$ cat src/hdl/lcomp_consts.vh
// constants for the light curtain output mode programmer
`ifndef LCOMP_CONSTS_VH
`define LCOMP_CONSTS_VH

// unlock prefix
`define LCOMP_PRE0 8'h6D
`define LCOMP_PRE1 8'h6C
`define LCOMP_PRE2 8'h76
`define LCOMP_PRE3 8'h74

// any-request mode selectors
`define LCOMP_ANY_PAT 8'h60
`define LCOMP_ANY_LOW 8'h40
`define LCOMP_ANY_TOP 8'h20
`define LCOMP_ANY_CNT 8'h80
`define LCOMP_ANY_FREE 8'h32
// request-dependent mode selector
`define LCOMP_REQDEP 8'h10
// continuous mode selectors
`define LCOMP_CONT_CNT 8'h08
`define LCOMP_CONT_TOP 8'h28
`define LCOMP_CONT_LOW 8'h48
`define LCOMP_CONT_FREE 8'h39

// request bytes in request-dependent mode
`define LCOMP_REQ_PAT 8'h60
`define LCOMP_REQ_LOW 8'h40
`define LCOMP_REQ_TOP 8'h20
`define LCOMP_REQ_CNT 8'h80
`define LCOMP_REQ_FREE 8'h32

// output style codes
`define LCOMP_STY_ANY 2'h0
`define LCOMP_STY_REQ 2'h1
`define LCOMP_STY_CONT 2'h2

// measurement select codes
`define LCOMP_MEAS_PAT 3'h0
`define LCOMP_MEAS_LOW 3'h1
`define LCOMP_MEAS_TOP 3'h2
`define LCOMP_MEAS_CNT 3'h3
`define LCOMP_MEAS_FREE 3'h4

// reset values: topmost eye, continuous
`define LCOMP_RST_STY `LCOMP_STY_CONT
`define LCOMP_RST_MEAS `LCOMP_MEAS_TOP

// programming window
`define LCOMP_WIN_MS 2500
`define LCOMP_CLK_KHZ 125000
`define LCOMP_WIN_CYC (`LCOMP_WIN_MS * `LCOMP_CLK_KHZ)

`endif

$ cat src/hdl/lcomp_programmer.v
// output mode programmer and request server of the light curtain
`timescale 1ns/10ps
`default_nettype none
`include "lcomp_consts.vh"

module lcomp_programmer #(
	parameter [31:0] WIN_CYC = `LCOMP_WIN_CYC
) (
	input wire clk, // 125 MHz clock
	input wire nrst, // power reset, active low
	input wire [7:0] rxByte, // received byte
	input wire rxValid, // received byte strobe
	input wire [15:0] measPattern, // all-eye bit pattern
	input wire [15:0] measLow, // lowest covered eye
	input wire [15:0] measTop, // topmost covered eye
	input wire [15:0] measCount, // covered count
	input wire [15:0] measFree, // first free eye
	output reg [15:0] txWord, // measurement to send
	output reg txValid, // word valid
	input wire txReady, // transmitter accepts word
	output reg rxEnable, // line direction: receive
	output reg progWindow, // programming window open
	output reg [1:0] styleOut, // current output style
	output reg [2:0] measOut // current measurement select
);
	localparam [2:0] ST_P0 = 3'h0;
	localparam [2:0] ST_P1 = 3'h1;
	localparam [2:0] ST_P2 = 3'h2;
	localparam [2:0] ST_P3 = 3'h3;
	localparam [2:0] ST_SEL = 3'h4;
	localparam [2:0] ST_RUN = 3'h5;

	reg [2:0] state_reg;
	reg [2:0] state_next;
	reg [31:0] timer_reg;
	reg [31:0] timer_next;
	reg [1:0] style_reg;
	reg [1:0] style_next;
	reg [2:0] meas_reg;
	reg [2:0] meas_next;
	reg [7:0] rxByte_reg;
	reg rxValid_reg;
	reg reqValid;
	reg [2:0] reqMeas;
	reg selOk;
	reg [1:0] selSty;
	reg [2:0] selMeas;
	reg [7:0] expByte;
	wire bufReady;
	wire [2:0] headMeas;
	wire headValid;

	// register the incoming strobe so decode sees stable data
	always @(posedge clk or negedge nrst)
	begin
		if (!nrst)
		begin
			rxByte_reg <= 8'h00;
			rxValid_reg <= 1'b0;
		end
		else
		begin
			rxByte_reg <= rxByte;
			rxValid_reg <= rxValid;
		end
	end

	// prefix byte expected in each state
	always @*
	begin
		case (state_reg)
			ST_P0: expByte = `LCOMP_PRE0;
			ST_P1: expByte = `LCOMP_PRE1;
			ST_P2: expByte = `LCOMP_PRE2;
			ST_P3: expByte = `LCOMP_PRE3;
			default: expByte = 8'h00;
		endcase
	end

	// mode byte decode; no continuous bit-pattern code exists
	always @*
	begin
		selOk = 1'b1;
		selSty = `LCOMP_STY_ANY;
		selMeas = `LCOMP_MEAS_TOP;
		case (rxByte_reg)
			`LCOMP_ANY_PAT: selMeas = `LCOMP_MEAS_PAT;
			`LCOMP_ANY_LOW: selMeas = `LCOMP_MEAS_LOW;
			`LCOMP_ANY_TOP: selMeas = `LCOMP_MEAS_TOP;
			`LCOMP_ANY_CNT: selMeas = `LCOMP_MEAS_CNT;
			`LCOMP_ANY_FREE: selMeas = `LCOMP_MEAS_FREE;
			`LCOMP_REQDEP: selSty = `LCOMP_STY_REQ;
			`LCOMP_CONT_CNT:
			begin
				selSty = `LCOMP_STY_CONT;
				selMeas = `LCOMP_MEAS_CNT;
			end
			`LCOMP_CONT_TOP:
			begin
				selSty = `LCOMP_STY_CONT;
				selMeas = `LCOMP_MEAS_TOP;
			end
			`LCOMP_CONT_LOW:
			begin
				selSty = `LCOMP_STY_CONT;
				selMeas = `LCOMP_MEAS_LOW;
			end
			`LCOMP_CONT_FREE:
			begin
				selSty = `LCOMP_STY_CONT;
				selMeas = `LCOMP_MEAS_FREE;
			end
			default: selOk = 1'b0;
		endcase
	end

	// programming window sequencer
	always @*
	begin
		state_next = state_reg;
		timer_next = timer_reg;
		style_next = style_reg;
		meas_next = meas_reg;
		case (state_reg)
			ST_P0, ST_P1, ST_P2, ST_P3, ST_SEL:
			begin
				timer_next = timer_reg + 32'h0000_0001;
				if (rxValid_reg)
				begin
					timer_next = 32'h0000_0000;
					if (state_reg == ST_SEL)
					begin
						state_next = ST_RUN;
						if (selOk)
						begin
							style_next = selSty;
							meas_next = selMeas;
						end
					end
					else if (rxByte_reg == expByte)
						state_next = state_reg + 3'h1;
					else
						state_next = ST_RUN;
				end
				else if (timer_reg >= WIN_CYC - 32'h0000_0001)
					state_next = ST_RUN;
			end
			ST_RUN: state_next = ST_RUN;
			default: state_next = ST_RUN;
		endcase
	end

	always @(posedge clk or negedge nrst)
	begin
		if (!nrst)
		begin
			state_reg <= ST_P0;
			timer_reg <= 32'h0000_0000;
			style_reg <= `LCOMP_RST_STY;
			meas_reg <= `LCOMP_RST_MEAS;
		end
		else
		begin
			state_reg <= state_next;
			timer_reg <= timer_next;
			style_reg <= style_next;
			meas_reg <= meas_next;
		end
	end

	// request decode in run state
	always @*
	begin
		reqValid = 1'b0;
		reqMeas = meas_reg;
		if (state_reg == ST_RUN)
		begin
			case (style_reg)
				`LCOMP_STY_ANY: reqValid = rxValid_reg;
				`LCOMP_STY_REQ:
				begin
					reqValid = rxValid_reg;
					case (rxByte_reg)
						`LCOMP_REQ_PAT: reqMeas = `LCOMP_MEAS_PAT;
						`LCOMP_REQ_LOW: reqMeas = `LCOMP_MEAS_LOW;
						`LCOMP_REQ_TOP: reqMeas = `LCOMP_MEAS_TOP;
						`LCOMP_REQ_CNT: reqMeas = `LCOMP_MEAS_CNT;
						`LCOMP_REQ_FREE: reqMeas = `LCOMP_MEAS_FREE;
						default: reqValid = 1'b0;
					endcase
				end
				`LCOMP_STY_CONT: reqValid = 1'b1;
				default: reqValid = 1'b0;
			endcase
		end
	end

	// requests that find the buffer full are dropped
	lcomp_buf2 i_lcomp_buf2 (
		.clk(clk),
		.nrst(nrst),
		.inData(reqMeas),
		.inValid(reqValid & bufReady),
		.inReady(bufReady),
		.outData(headMeas),
		.outValid(headValid),
		.outReady(~txValid | txReady)
	);

	// output stage samples measurement when word leaves buffer
	always @(posedge clk or negedge nrst)
	begin
		if (!nrst)
		begin
			txWord <= 16'h0000;
			txValid <= 1'b0;
			rxEnable <= 1'b1;
			progWindow <= 1'b1;
			styleOut <= `LCOMP_RST_STY;
			measOut <= `LCOMP_RST_MEAS;
		end
		else
		begin
			if (!txValid || txReady)
			begin
				txValid <= headValid;
				case (headMeas)
					`LCOMP_MEAS_PAT: txWord <= measPattern;
					`LCOMP_MEAS_LOW: txWord <= measLow;
					`LCOMP_MEAS_TOP: txWord <= measTop;
					`LCOMP_MEAS_CNT: txWord <= measCount;
					default: txWord <= measFree;
				endcase
			end
			// half-duplex: continuous style never listens again
			rxEnable <= (state_next != ST_RUN) | (style_next != `LCOMP_STY_CONT);
			progWindow <= (state_next != ST_RUN);
			styleOut <= style_next;
			measOut <= meas_next;
		end
	end
endmodule
`default_nettype wire

$ cat src/hdl/lcomp_buf2.v
// two-entry valid/ready buffer for outgoing measurement words
`timescale 1ns/10ps
`default_nettype none
module lcomp_buf2 (
	input wire clk, // clock
	input wire nrst, // async reset, active low
	input wire [2:0] inData, // measurement select in
	input wire inValid, // input valid
	output wire inReady, // room available
	output reg [2:0] outData, // head word
	output reg outValid, // head valid
	input wire outReady // consumer ready
);
	reg [2:0] spare_reg;
	reg spareValid_reg;

	// a word is taken whenever the head moves on or the spare slot is free
	assign inReady = ~outValid | outReady | ~spareValid_reg;

	always @(posedge clk or negedge nrst)
	begin
		if (!nrst)
		begin
			outData <= 3'h0;
			outValid <= 1'b0;
			spare_reg <= 3'h0;
			spareValid_reg <= 1'b0;
		end
		else
		begin
			if (!outValid || outReady)
			begin
				if (spareValid_reg)
				begin
					outData <= spare_reg;
					outValid <= 1'b1;
					spareValid_reg <= inValid;
					spare_reg <= inData;
				end
				else
				begin
					outData <= inData;
					outValid <= inValid;
				end
			end
			else if (inValid && !spareValid_reg)
			begin
				spare_reg <= inData;
				spareValid_reg <= 1'b1;
			end
		end
	end
endmodule
`default_nettype wire

$ cat config.mk
export PLATFORM = sky130hd
export DESIGN_NAME = lcomp_programmer
export DESIGN_NICKNAME = d
export VERILOG_FILES = /design/src/hdl/lcomp_programmer.v /design/src/hdl/lcomp_buf2.v
export VERILOG_INCLUDE_DIRS = /design/src /design/src/hdl
export SDC_FILE = /design/constraint.sdc
export NUM_CORES = 1
export LEC_CHECK = 0
export BUFFER_PORTS_ARGS = -buffer_cell sky130_fd_sc_hd__buf_2
export CAP_MARGIN = 20
export CELL_PAD_IN_SITES_DETAIL_PLACEMENT = 0
export CELL_PAD_IN_SITES_GLOBAL_PLACEMENT = 1
export CORE_MARGIN = 1
export CORE_UTILIZATION = 43
export CTS_CLUSTER_SIZE = 24
export DETAILED_ROUTE_END_ITERATION = 12
export PLACE_DENSITY = 0.88
export SYNTH_ARGS = -nofsm -noshare
export SYNTH_HDL_FRONTEND = slang
export SYNTH_SLANG_ARGS = --single-unit
$ cat constraint.sdc
create_clock -name clk -period 4.5 [get_ports clk]
set_input_delay 0.675 -clock clk [delete_from_list [all_inputs] [get_ports clk]]
set_output_delay 0.675 -clock clk [all_outputs]
set_load 0.02 [all_outputs]
# Word level (Yosys, flattened, before mapping)
# Index checks and enable logic that the tools add are counted.
word_totals:
  reg_bits: 76
  mem_count: 0
  out_inout_bits: 24
  latchBits: 0
  romBits: 0
  ramBits: 0
classes:
  multipliers: 0
  reduce_logical: 19
  eq_ne: 24
  shift: 0
  addsub: 2
  muxes: 29
  bitwise_logic: 8
  n_lt_le_gt_ge: 1
  n_div: 0
ops:
  columns: ["operator", "count"]
  rows:
  - ["$pmux W16 S4", 1]
  - ["$mux W3", 11]
  - ["$add A32 B1 Y32 const B", 1]
  - ["$eq A8 B6 Y1 const B", 4]
  - ["$ge A32 B29 Y1 const B", 1]
  - ["$mux W32", 1]
  - ["$pmux W7 S4", 1]
  - ["$eq A8 B7 Y1 const B", 3]
  - ["$pmux W3 S5", 1]
  - ["$eq A3 B2 Y1 const B", 4]
  - ["$pmux W3 S4", 1]
  - ["$reduce_or A10 Y1", 1]
  - ["$reduce_or A5 Y1", 2]
  - ["$eq A8 B4 Y1 const B", 1]
  - ["$eq A8 B5 Y1 const B", 1]
  - ["$eq A8 B8 Y1", 1]
  - ["$eq A8 B8 Y1 const B", 1]
  - ["$mux W2", 4]
  - ["$mux W1", 7]
  - ["$eq A3 B1 Y1 const B", 2]
  - ["$eq A3 B3 Y1 const B", 2]
  - ["$logic_not A3 Y1", 2]
  - ["$reduce_or A2 Y1", 3]
  - ["$or A1 B1 Y1", 4]
  - ["other kinds (18)", 23]

# Logic depth before layout (Yosys ltp)
# Gate-level depths: netlist of run 1.
logic_depth:
  ltp_word: 9
  ltp_mapped: 9

# Cells and area by module
# Synthesis of run 1 repeated with hierarchy kept, for this count alone.
unflattened:
  cells_unflattened: 427
  hier_area_um2: 4406.7
modules_own_cells:
  columns: ["module", "cells_each", "n_inst", "area_each_um2"]
  rows:
  - ["lcomp_programmer", 394, 1, 4016.4]
  - ["lcomp_buf2", 33, 1, 390.4]

# Worst setup path after synthesis of run 1
# No wires, ideal clock.
synth_path:
  kind: "flip-flop to flip-flop"
  start: "register state_reg[1]"
  end: "register timer_reg[31]"
  synth_period_minus_slack_ns: 2.257
  required_time_ns: 4.422
  setup_ns: 0.078
  n_path_buf: 0
  stages_incl_launch_ff: 8
  path_slack_ns: 2.243
  arrival_time_ns: 2.179
  path_cell_list: "dfrtp_1 inv_1 ha_1 o21bai_4 a2111o_1 or3_1 or4_1 a21oi_1"
synth_between:
  elab_chain_cells: 2
  elab_cells_between_ends: 6
synth_rtl:
  columns: ["element", "line_no", "source"]
  rows:
  - ["start: declaration", "lcomp_programmer.v:33", "reg [2:0] state_reg;"]
  - ["start signal: assignment", "lcomp_programmer.v:164", "state_reg <= state_next;"]
  - ["$eq A3 B3 Y1, or another cell as far along", "lcomp_programmer.v:124", "case (state_reg)"]
  - ["$reduce_or A5 Y1 *", "lcomp_programmer.v:124", null]
  - ["end signal: assignment", "lcomp_programmer.v:165", "timer_reg <= timer_next;"]
  - ["end: declaration", "lcomp_programmer.v:35", "reg [31:0] timer_reg;"]
# Every way passes the cells marked *; elsewhere a longest branch is shown, timed or not.
# A chain may end at the register's enable or synchronous reset.

# Final worst setup path of run 1
layout_path:
  start: "register state_reg[1]"
  end: "register timer_reg[30]"
# Same word-level chain as after synthesis.

==> results of run 1 <==
==> path summary, 6_finish.rpt <==
| path | endpoint | cells after the start |
|---|---|---|
| worst max-delay path | timer_reg[30] | 7 |
| worst min-delay path | rxByte_reg[5] | 1 |
| worst max register to register | timer_reg[30] | 7 |
| worst min register to register | txWord[4] | 2 |
| max in group asynchronous | txWord[0] | 1 |
| min in group asynchronous | rxByte_reg[5] | 1 |
==> power by group through the flow <==
stage | registers, mW | logic, mW | clock network (mW)
finish | 0.790 | 0.392 | 0.523
global route | 0.800 | 0.425 | 0.572
CTS | 0.790 | 0.396 | 0.544
detailed placement | 0.804 | 0.396 | 0
global placement | 0.801 | 0.392 | 0
floorplan | 0.847 | 0.207 | 0
==> through the flow <==
step	area, um^2	total power, mW	utilization
after global placement	5130	1.19	0.516
after floorplan	4480	1.05	-
after detailed placement	5130	1.20	0.516
final	5340	1.71	0.537
after CTS	5330	1.73	0.536
after global routing	5340	1.80	0.537
==> critical path, delay by kind of cell (launching register included) <==
family | cells | cell delay [ns]
compound gates | 3 | 0.89
simple gates | 2 | 0.84
flops | 1 | 0.43
fa+ha+maj | 1 | 0.25
buf+inv | 1 | 0.14
==> routing by layer <==
metal,up-vias,GRT usage
li1,1950,-
met1,1902,0.245
met2,83,0.349
met3,13,0.0451
met4,0,0.0520
met5,-,0
==> placed cells by master (no fill, tap or decap), types with 6 or more instances in the layout <==
cell                       instances
sky130_fd_sc_hd__a21oi_1          30
sky130_fd_sc_hd__a22oi_1          11
sky130_fd_sc_hd__buf_2           114
sky130_fd_sc_hd__clkbuf_8          9
sky130_fd_sc_hd__dfrtp_1          72
sky130_fd_sc_hd__ha_1              6
sky130_fd_sc_hd__inv_1            16
sky130_fd_sc_hd__mux2_2           12
sky130_fd_sc_hd__mux2i_1          21
sky130_fd_sc_hd__mux4_2            7
sky130_fd_sc_hd__nand2_1          29
sky130_fd_sc_hd__nand3_1          17
sky130_fd_sc_hd__nor2_1           45
sky130_fd_sc_hd__nor3_1           19
sky130_fd_sc_hd__nor4_1           14
sky130_fd_sc_hd__o21ai_0          34
sky130_fd_sc_hd__or3_1             8
sky130_fd_sc_hd__xnor2_1          18
==> area by class of cell <==
cell class | instances | area (um^2) | share of cell area
Multi-Input combinational cell | 352 | 2390 | 0.448
Tap cell | 133 | 166 | 0.0312
Clock inverter | 7 | 75.1 | 0.0141
Inverter | 16 | 60.1 | 0.0112
Sequential cell | 76 | 1910 | 0.357
Timing Repair Buffer | 120 | 616 | 0.115
Clock buffer | 9 | 124 | 0.0232
==> kinds of logic (layout without fill, tap and decap cells) <==
kind of cell    count (synthesis)  in the layout  synth area share
xor+xnor                       20             20            0.0391
simple gates                  175            175             0.206
buf+inv                        45            152            0.0399
compound gates                110            110             0.158
fa+ha+maj                       7              7            0.0190
flops                          76             76             0.426
mux                            40             40             0.112
==> summary.txt, run 1 <==
result of the run: complete, no violations
Peak VDD IR: 0.141 mV
number of global-route vias before repair: 3740
total of hold buffers inserted after clock tree synthesis: 0
part of the Yosys area used for sequential elements: 0.426
slack of the worst reg-to-reg path: 1.86 ns
Initial Utilization: 0.450
area grow syn2layout: 19.2%
Clock H-tree levels: 3
fraction of layout instances using a drive strength above 1: 0.291
Post-synth top cells: 72 x sky130_fd_sc_hd__dfrtp_1, 45 x sky130_fd_sc_hd__nor2_1, 34 x sky130_fd_sc_hd__o21ai_0
final HPWL from detailed placement: 7.66 mm
Die Footprint: 10800 um^2
Post CTS Setup Buffer Count: 0
fraction of synthesized cell area taken by the top area cell type: 0.402
setup slack after layout: 1.86 ns
power share of the sequential group: 0.464
CTS sink count: 76
clock network latency to the later pin of the worst-skew pair: 0.35 ns
Core Area: 9950 um^2
# diodes: 0
leading register cell type out of synthesis: sky130_fd_sc_hd__dfrtp_1
tightest hold margin: 0.423 ns
drt wl/cell: 14.6 um
CTS Buf Count: 9
count of final setup violators: 0
register bit total from synthesis: 76
largest driver fanout on the critical path: 14
number of pins with negative max-slew slack in the final report: 0
Leak: 2.30 nW
total wire length after detailed routing: 10.4 mm
net count after synthesis: 571
largest buffer count on any clock path: 2
DRT iter0 DRCs: 169
via count normalized by instance count: 5.54
share of synthesized flip-flops with an asynchronous set or reset: 1.00
met1 wire length: 4.64 mm
worst stage delay on the critical path: 0.63 ns
Clk pwr share: 0.307
Syn Inst Count: 473
unrepaired setup endpoints after global routing: no
non-filler instance count after layout: 713
Met2 Routed Length: 5.27 mm
drt drc: 0
relative slew slack: 0.385
I/O Pins: 116
largest cells by area after synthesis: sky130_fd_sc_hd__dfrtp_1 40%, sky130_fd_sc_hd__mux2i_1 4.7%, sky130_fd_sc_hd__o21ai_0 3.8%
final hold violation count: 0
final critical-path share of the clock period: 0.587
Worst-Margin Slew: 0.923 ns
Detail Route met3 WL: 394 um
worst hold path startpoint: rxByte[5]
CP max stage cell: sky130_fd_sc_hd__a2111o_1
RR Startpoint: state_reg[1]
mean instance size in the synthesized netlist: 9.47 um^2
antenna violation net count after detailed routing: 0
Yosys warning total: 0
number of placed instances with taps included: 696
count of flip-flops with a built-in enable after synthesis: 0
post-synthesis instance area: 4480 um^2
first-pass iteration count of the detailed router: 4
site row count: 36
Setup crit start: state_reg[1]
final setup TNS: 0 ns
CP arrival: 2.91 ns
setup slack after placement: 1.89 ns
path type of the worst min-delay path: input pin to register
Psw: 523 uW
clock tree from TritonCTS: yes
PostCTS Resize Cnt: 0
Root Driver: sky130_fd_sc_hd__clkbuf_8
Largest register FFs: 32
design internal power: 1.18 mW
combinational fraction of design power: 0.230
Clock transition at path regs: 0.09 ns
fill count: 941
max-capacitance violation count: 0
vias: 3948
number of unique standard cell types used by synthesis: 63
GPL Wtd Cong: 0.818
PwrDens: 319 nW/um^2
remaining global-route overflow: 0
DIE WIDTH: 104 um
net switching fraction of the power: 0.307
number of nets in the finished design: 673
CP Class: register to register
Port Buf Inserts: 115
critical path startpoint category: register
crit path capture type: register
WP data required: 4.77 ns
number of antenna violations at the first check in global routing: 0
most area-hungry cell type in the Yosys netlist: sky130_fd_sc_hd__dfrtp_1
fin crit period: 2.64 ns
critical path, cell by cell: inv_1 > ha_1 > o21bai_4 > a2111o_1 > nor3_1 > or3b_2 > a21oi_1
dominant cell by count in the synthesized netlist: sky130_fd_sc_hd__dfrtp_1
top routing layer in use: met4
FMAX: 378 MHz
worst-case clock skew: 0.0118 ns
Tot GR Track Use: 0.199
die extent in y: 104 um
pin count of the biggest net entering global routing: 77
global-route wire length before repair: 17.6 mm
Power figures use the tool's default switching activity.
==> inputs of run 2 (changes only) <==
- CORE_UTILIZATION: 43 -> 40
- PLACE_DENSITY: 0.88 -> 0.83
- clock period: 4.5 -> 2.6 ns (I/O delays scaled with it)
==> run 2 against run 1 <==
Total power increased by 73%. Worst setup slack got worse by 1.7 ns. Hold slack got worse by 0.29 ns. Routed wire length increased by 3.1%. Critical path depth unchanged. Register-to-register slack got worse by 1.7 ns. Via count increased by 1.4%.
==> summary.txt, run 2 (synthesis gave the netlist of run 1 again) <==
result of the run: complete, no violations
Tot GR Track Use: 0.196 (-0.00282)
Leak: 2.34 nW (+1.5%)
DRT iter0 DRCs: 212 (+25%)
Min-Delay Path Depth: 1 (unchanged)
path type of the worst min-delay path: input pin to register
count of final setup violators: 0 (unchanged)
clock tree from TritonCTS: yes
DIE WIDTH: 108 um (+3.6%)
drt drc: 0 (unchanged)
antenna violation net count after detailed routing: 0 (unchanged)
number of global-route vias before repair: 3690 (-1.3%)
Die Footprint: 11600 um^2 (+7.3%)
number of placed instances with taps included: 713 (+2.4%)
unrepaired setup endpoints after global routing: no
CTS sink count: 76 (unchanged)
GPL Wtd Cong: 0.850 (+4.0%)
global-route wire length before repair: 17.8 mm (+1.3%)
final setup TNS: 0 ns (unchanged)
Root Driver: sky130_fd_sc_hd__clkbuf_8
number of nets in the finished design: 682 (+1.3%)
Core Area: 10900 um^2 (+9.4%)
Peak VDD IR: 0.452 mV (+220%)
CTS Buf Count: 9 (unchanged)
Worst-Margin Slew: 1.06 ns (+0.142 ns)
critical path startpoint category: register
FMAX: 416 MHz (+10%)
PostCTS Resize Cnt: 0 (unchanged)
total of hold buffers inserted after clock tree synthesis: 0 (unchanged)
PwrDens: 546 nW/um^2 (+71%)
remaining global-route overflow: 0 (unchanged)
first-pass iteration count of the detailed router: 5 (+1)
CP arrival: 2.69 ns (-0.22 ns)
largest buffer count on any clock path: 2 (unchanged)
total wire length after detailed routing: 10.7 mm (+3.1%)
fraction of layout instances using a drive strength above 1: 0.301 (+0.00964)
CP max stage cell: sky130_fd_sc_hd__or4_1
site row count: 38 (+5.6%)
critical path, cell by cell: inv_1 > ha_1 > o21bai_4 > a2111o_1 > or3_1 > or4_1 > a21oi_1
fin crit period: 2.40 ns (-0.242 ns)
die extent in y: 108 um (+3.6%)
drt wl/cell: 14.8 um (+0.98%)
area grow syn2layout: 20.8%
CP Class: register to register
WP data required: 2.89 ns (-1.88 ns)
Largest register FFs: 32 (unchanged)
Setup crit start: state_reg[1]
final critical-path share of the clock period: 0.924 (+0.336)
worst-case clock skew: 0.00889 ns (-0.00288 ns)
commonest cells after routing, fill and taps aside: 114 x sky130_fd_sc_hd__buf_2, 72 x sky130_fd_sc_hd__dfrtp_1, 45 x sky130_fd_sc_hd__nor2_1
worst hold path startpoint: rxByte[4]
tightest hold margin: 0.131 ns (-0.292 ns)
non-filler instance count after layout: 728 (+2.1%)
Clock transition at path regs: 0.08 ns (about the same)
RR Startpoint: state_reg[1]
worst stage delay on the critical path: 0.47 ns (-0.16 ns)
number of pins with negative max-slew slack in the final report: 0 (unchanged)
final hold violation count: 0 (unchanged)
number of antenna violations at the first check in global routing: 0 (unchanged)
Port Buf Inserts: 115 (unchanged)
pin count of the biggest net entering global routing: 77 (unchanged)
Post CTS Setup Buffer Count: 0 (unchanged)
Clock H-tree levels: 3 (unchanged)
clock network latency to the later pin of the worst-skew pair: 0.36 ns (about the same)
number of cells on the worst reg-to-reg path: 7 (unchanged)
Initial Utilization: 0.411 (-0.0386)
via count normalized by instance count: 5.50 (-0.70%)
I/O Pins: 116 (unchanged)
max-capacitance violation count: 0 (unchanged)
relative slew slack: 0.289 (-0.0962)
most common cell after layout, fill and taps aside: sky130_fd_sc_hd__buf_2
# diodes: 0 (unchanged)
final HPWL from detailed placement: 7.79 mm (+1.7%)
largest driver fanout on the critical path: 5 (-9)
crit path capture type: register
vias: 4003 (+1.4%)
[run 2: cell types whose count changed in the layout (fill, tap and decap cells not counted), sizes merged]
cell,before,now
buf,119,129
inv,17,16
clkinvlp,0,1
clkinv,5,3
[run 2: path summary, 6_finish.rpt]
path	slack, ns	end
max in group asynchronous	1.80	i_lcomp_buf2.spareValid_reg
max	0.20	timer_reg[31]
min in group asynchronous	0.15	measOut[0]
max reg2reg	0.20	timer_reg[31]
min reg2reg	0.48	txWord[3]
min	0.13	rxByte_reg[4]
[run 2: worst max-delay path: cells and delay by family, from the launching register on]
family                     cells  cell delay (ns)
and+or+nand+nor                2             0.80
adders and majority gates      1             0.25
DFF                            1             0.44
buffers and inverters          1             0.15
AOI/OAI and AO/OA              3             0.68
[run 2: routing by layer]
| layer | wire [um] | vias to the layer above | GRT usage |
|---|---|---|---|
| met2 | 5270 | 118 | 0.318 |
| met1 | 4740 | 1907 | 0.259 |
| met5 | 0 | - | 0 |
| met4 | 151 | 0 | 0.0607 |
| met3 | 580 | 16 | 0.0430 |
| li1 | - | 1962 | - |
[run 2: power breakdown]
group | switching [mW] | internal (mW)
Sequential | 0.0689 | 1.29
Combinational | 0.386 | 0.319
Clock | 0.431 | 0.459
Total | 0.886 | 2.07
[run 2: stage by stage]
stage	worst slack (ns)	utilization	power [mW]	cell area (um^2)
4_1_cts	0.208	0.497	3.00	5410
3_5_place_dp	0.210	0.479	2.09	5220
6_report	0.198	0.497	2.95	5410
2_1_floorplan	0.343	-	1.83	4480
3_3_place_gp	0.300	0.479	2.08	5220
5_1_grt	0.0693	0.497	3.13	5410
[run 2: final cells by class]
class                   instances  area, um^2
well taps                     140         175
flip-flops and latches         76        1910
repair buffers                129         683
clock buffers                  10         138
multi-input cells             352        2390
clock inverters                 5        52.6
inverters                      16        60.1
fillers                      1032        5480
==> inputs of run 3 (changes only) <==
- CAP_MARGIN: 20 -> default
- GPL_TIMING_DRIVEN: default -> 0
- SKIP_CTS_REPAIR_TIMING: default -> 1
==> run 3 against run 2 <==
The run now ends with hold timing left. Register-to-register slack lost 0.03 ns. Sequential power hardly changed. Highest routed layer unchanged. Global-route usage grew 0.16 points. Combinational power is 5.0% higher. Total power rose by 7.1%. Clock-buffer cell count stayed put. Via count up 1.9%. Sequential cell count did not move. Routed wire length up 5.2%. First-iteration DRC count is 4.7% higher. Cell area grew 2.0%. Die area unchanged. Critical path type unchanged.
==> summary.txt, run 3 (synthesis gave the netlist of run 1 again) <==
CP arrival: 2.70 ns (about the same)
largest driver fanout on the critical path: 6 (+1)
slack of the worst reg-to-reg path: 0.16 ns (-0.03 ns)
most common cell after layout, fill and taps aside: sky130_fd_sc_hd__buf_2
multi-input logic area: 2400 um^2 (+0.31%)
vias: 4080 (+1.9%)
# diodes: 0 (unchanged)
commonest cells after routing, fill and taps aside: 116 x sky130_fd_sc_hd__buf_2, 71 x sky130_fd_sc_hd__dfrtp_1, 45 x sky130_fd_sc_hd__nor2_1
final critical-path share of the clock period: 0.937 (+0.0134)
CTS Buf Count: 9 (unchanged)
PwrDens: 573 nW/um^2 (+5.0%)
Post-Place Cell Area: 5260 um^2 (+0.79%)
Clock H-tree levels: 3 (unchanged)
Initial Utilization: 0.411 (unchanged)
tightest hold margin: -0.000845 ns (-0.132 ns)
final core utilization: 0.507 (+0.0100)
drt drc: 0 (unchanged)
Finished Cell Area: 5520 um^2 (+2.0%)
final HPWL from detailed placement: 8.50 mm (+9.2%)
antenna violation net count after detailed routing: 0 (unchanged)
Root Driver: sky130_fd_sc_hd__clkbuf_8
die extent in y: 108 um (unchanged)
clock network latency to the later pin of the worst-skew pair: 0.35 ns (about the same)
drt wl/cell: 15.2 um (+2.7%)
pin count of the biggest net entering global routing: 45 (-42%)
number of pins with negative max-slew slack in the final report: 0 (unchanged)
FMAX: 410 MHz (-1.4%)
Largest register FFs: 32 (unchanged)
final setup TNS: 0 ns (unchanged)
number of cells on the worst reg-to-reg path: 7 (unchanged)
Tot GR Track Use: 0.197 (+0.00162)
site row count: 38 (unchanged)
GPL Wtd Cong: 0.846 (-0.51%)
Core Area: 10900 um^2 (unchanged)
Leak: 2.36 nW (+0.74%)
final hold violation count: 3 (+3)
clock tree from TritonCTS: yes
violations in the final reports: hold timing
number of nets in the finished design: 699 (+2.5%)
Peak VDD IR: 0.310 mV (-31%)
relative slew slack: 0.351 (+0.0624)
sequential standard cell area: 1910 um^2 (about the same)
Worst-Margin Slew: 0.971 ns (-0.0934 ns)
RR Startpoint: state_reg[1]
I/O Pins: 116 (unchanged)
Clock transition at path regs: 0.08 ns (about the same)
DIE WIDTH: 108 um (unchanged)
largest buffer count on any clock path: 2 (unchanged)
Die Footprint: 11600 um^2 (unchanged)
global-route wire length before repair: 18.2 mm (+1.9%)
path type of the worst min-delay path: input pin to async pin
WP data required: 2.87 ns (-0.02 ns)
CTS sink count: 76 (unchanged)
remaining global-route overflow: 0 (unchanged)
crit path capture type: register
result of the run: finished with violations
unrepaired setup endpoints after global routing: no
CP Class: register to register
number of global-route vias before repair: 3865 (+4.7%)
reg-to-reg critical path endpoint: timer_reg[31]
area grow syn2layout: 23.2%
DRT iter0 DRCs: 222 (+4.7%)
fraction of layout instances using a drive strength above 1: 0.287 (-0.0139)
worst-case clock skew: 0.0139 ns (+0.00499 ns)
number of antenna violations at the first check in global routing: 0 (unchanged)
via count normalized by instance count: 5.47 (-0.54%)
count of final setup violators: 0 (unchanged)
first-pass iteration count of the detailed router: 5 (unchanged)
fin crit period: 2.44 ns (+0.0349 ns)
max-capacitance violation count: 0 (unchanged)
Port Buf Inserts: 115 (unchanged)
total power: 3.16 mW (+7.1%)
fill count: 1005 (-2.6%)
critical path startpoint category: register
total wire length after detailed routing: 11.3 mm (+5.2%)
## run 3: layer usage
metal,routed length [um],up-vias,global-route usage,part of all wire
li1,-,1999,-,-
met1,5040,1963,0.254,0.45
met2,5570,101,0.334,0.49
met3,476,17,0.0278,0.042
met4,215,0,0.0773,0.019
met5,0,-,0,0
## run 3: layout make-up
cell class	count	area share
multi-input cells	352	0.435
flip-flops and latches	76	0.346
repair buffers	117	0.111
well taps	140	0.0317
clock buffers	10	0.0231
plain buffers	29	0.0218
clock inverters	6	0.0204
inverters	16	0.0109
## run 3: report_power, final
part	internal (mW)	total, mW	switching [mW]
registers	1.29	1.34	0.0532
logic	0.319	0.740	0.421
clock network	0.640	1.08	0.442
total	2.25	3.16	0.916
## run 3: critical path, stage by stage, from the launching register on
cell and delay, ns:
sky130_fd_sc_hd__dfrtp_1 0.44, sky130_fd_sc_hd__inv_2 0.12, sky130_fd_sc_hd__ha_2 0.22, sky130_fd_sc_hd__nor2_1 0.09
sky130_fd_sc_hd__a2111o_1 0.51, sky130_fd_sc_hd__or3_1 0.36, sky130_fd_sc_hd__or4_1 0.47, sky130_fd_sc_hd__a21oi_1 0.15
## run 3: worst max path at each step
stage / startpoint / to / slack (ns)
after global placement: state_reg[1] / timer_reg[31] / 0.14
after floorplan: state_reg[1] / timer_reg[31] / 0.34
after CTS: state_reg[1] / timer_reg[31] / 0.09
final: state_reg[1] / timer_reg[31] / 0.16
after detailed placement: state_reg[1] / timer_reg[31] / 0.09
after global routing: state_reg[1] / timer_reg[31] / 0.02
## run 3: through the flow
stage	setup WS, ns	std cells
after floorplan	0.343	473
after global placement	0.143	728
after detailed placement	0.0934	729
after CTS	0.0887	745
after global routing	0.0212	746
final	0.163	746
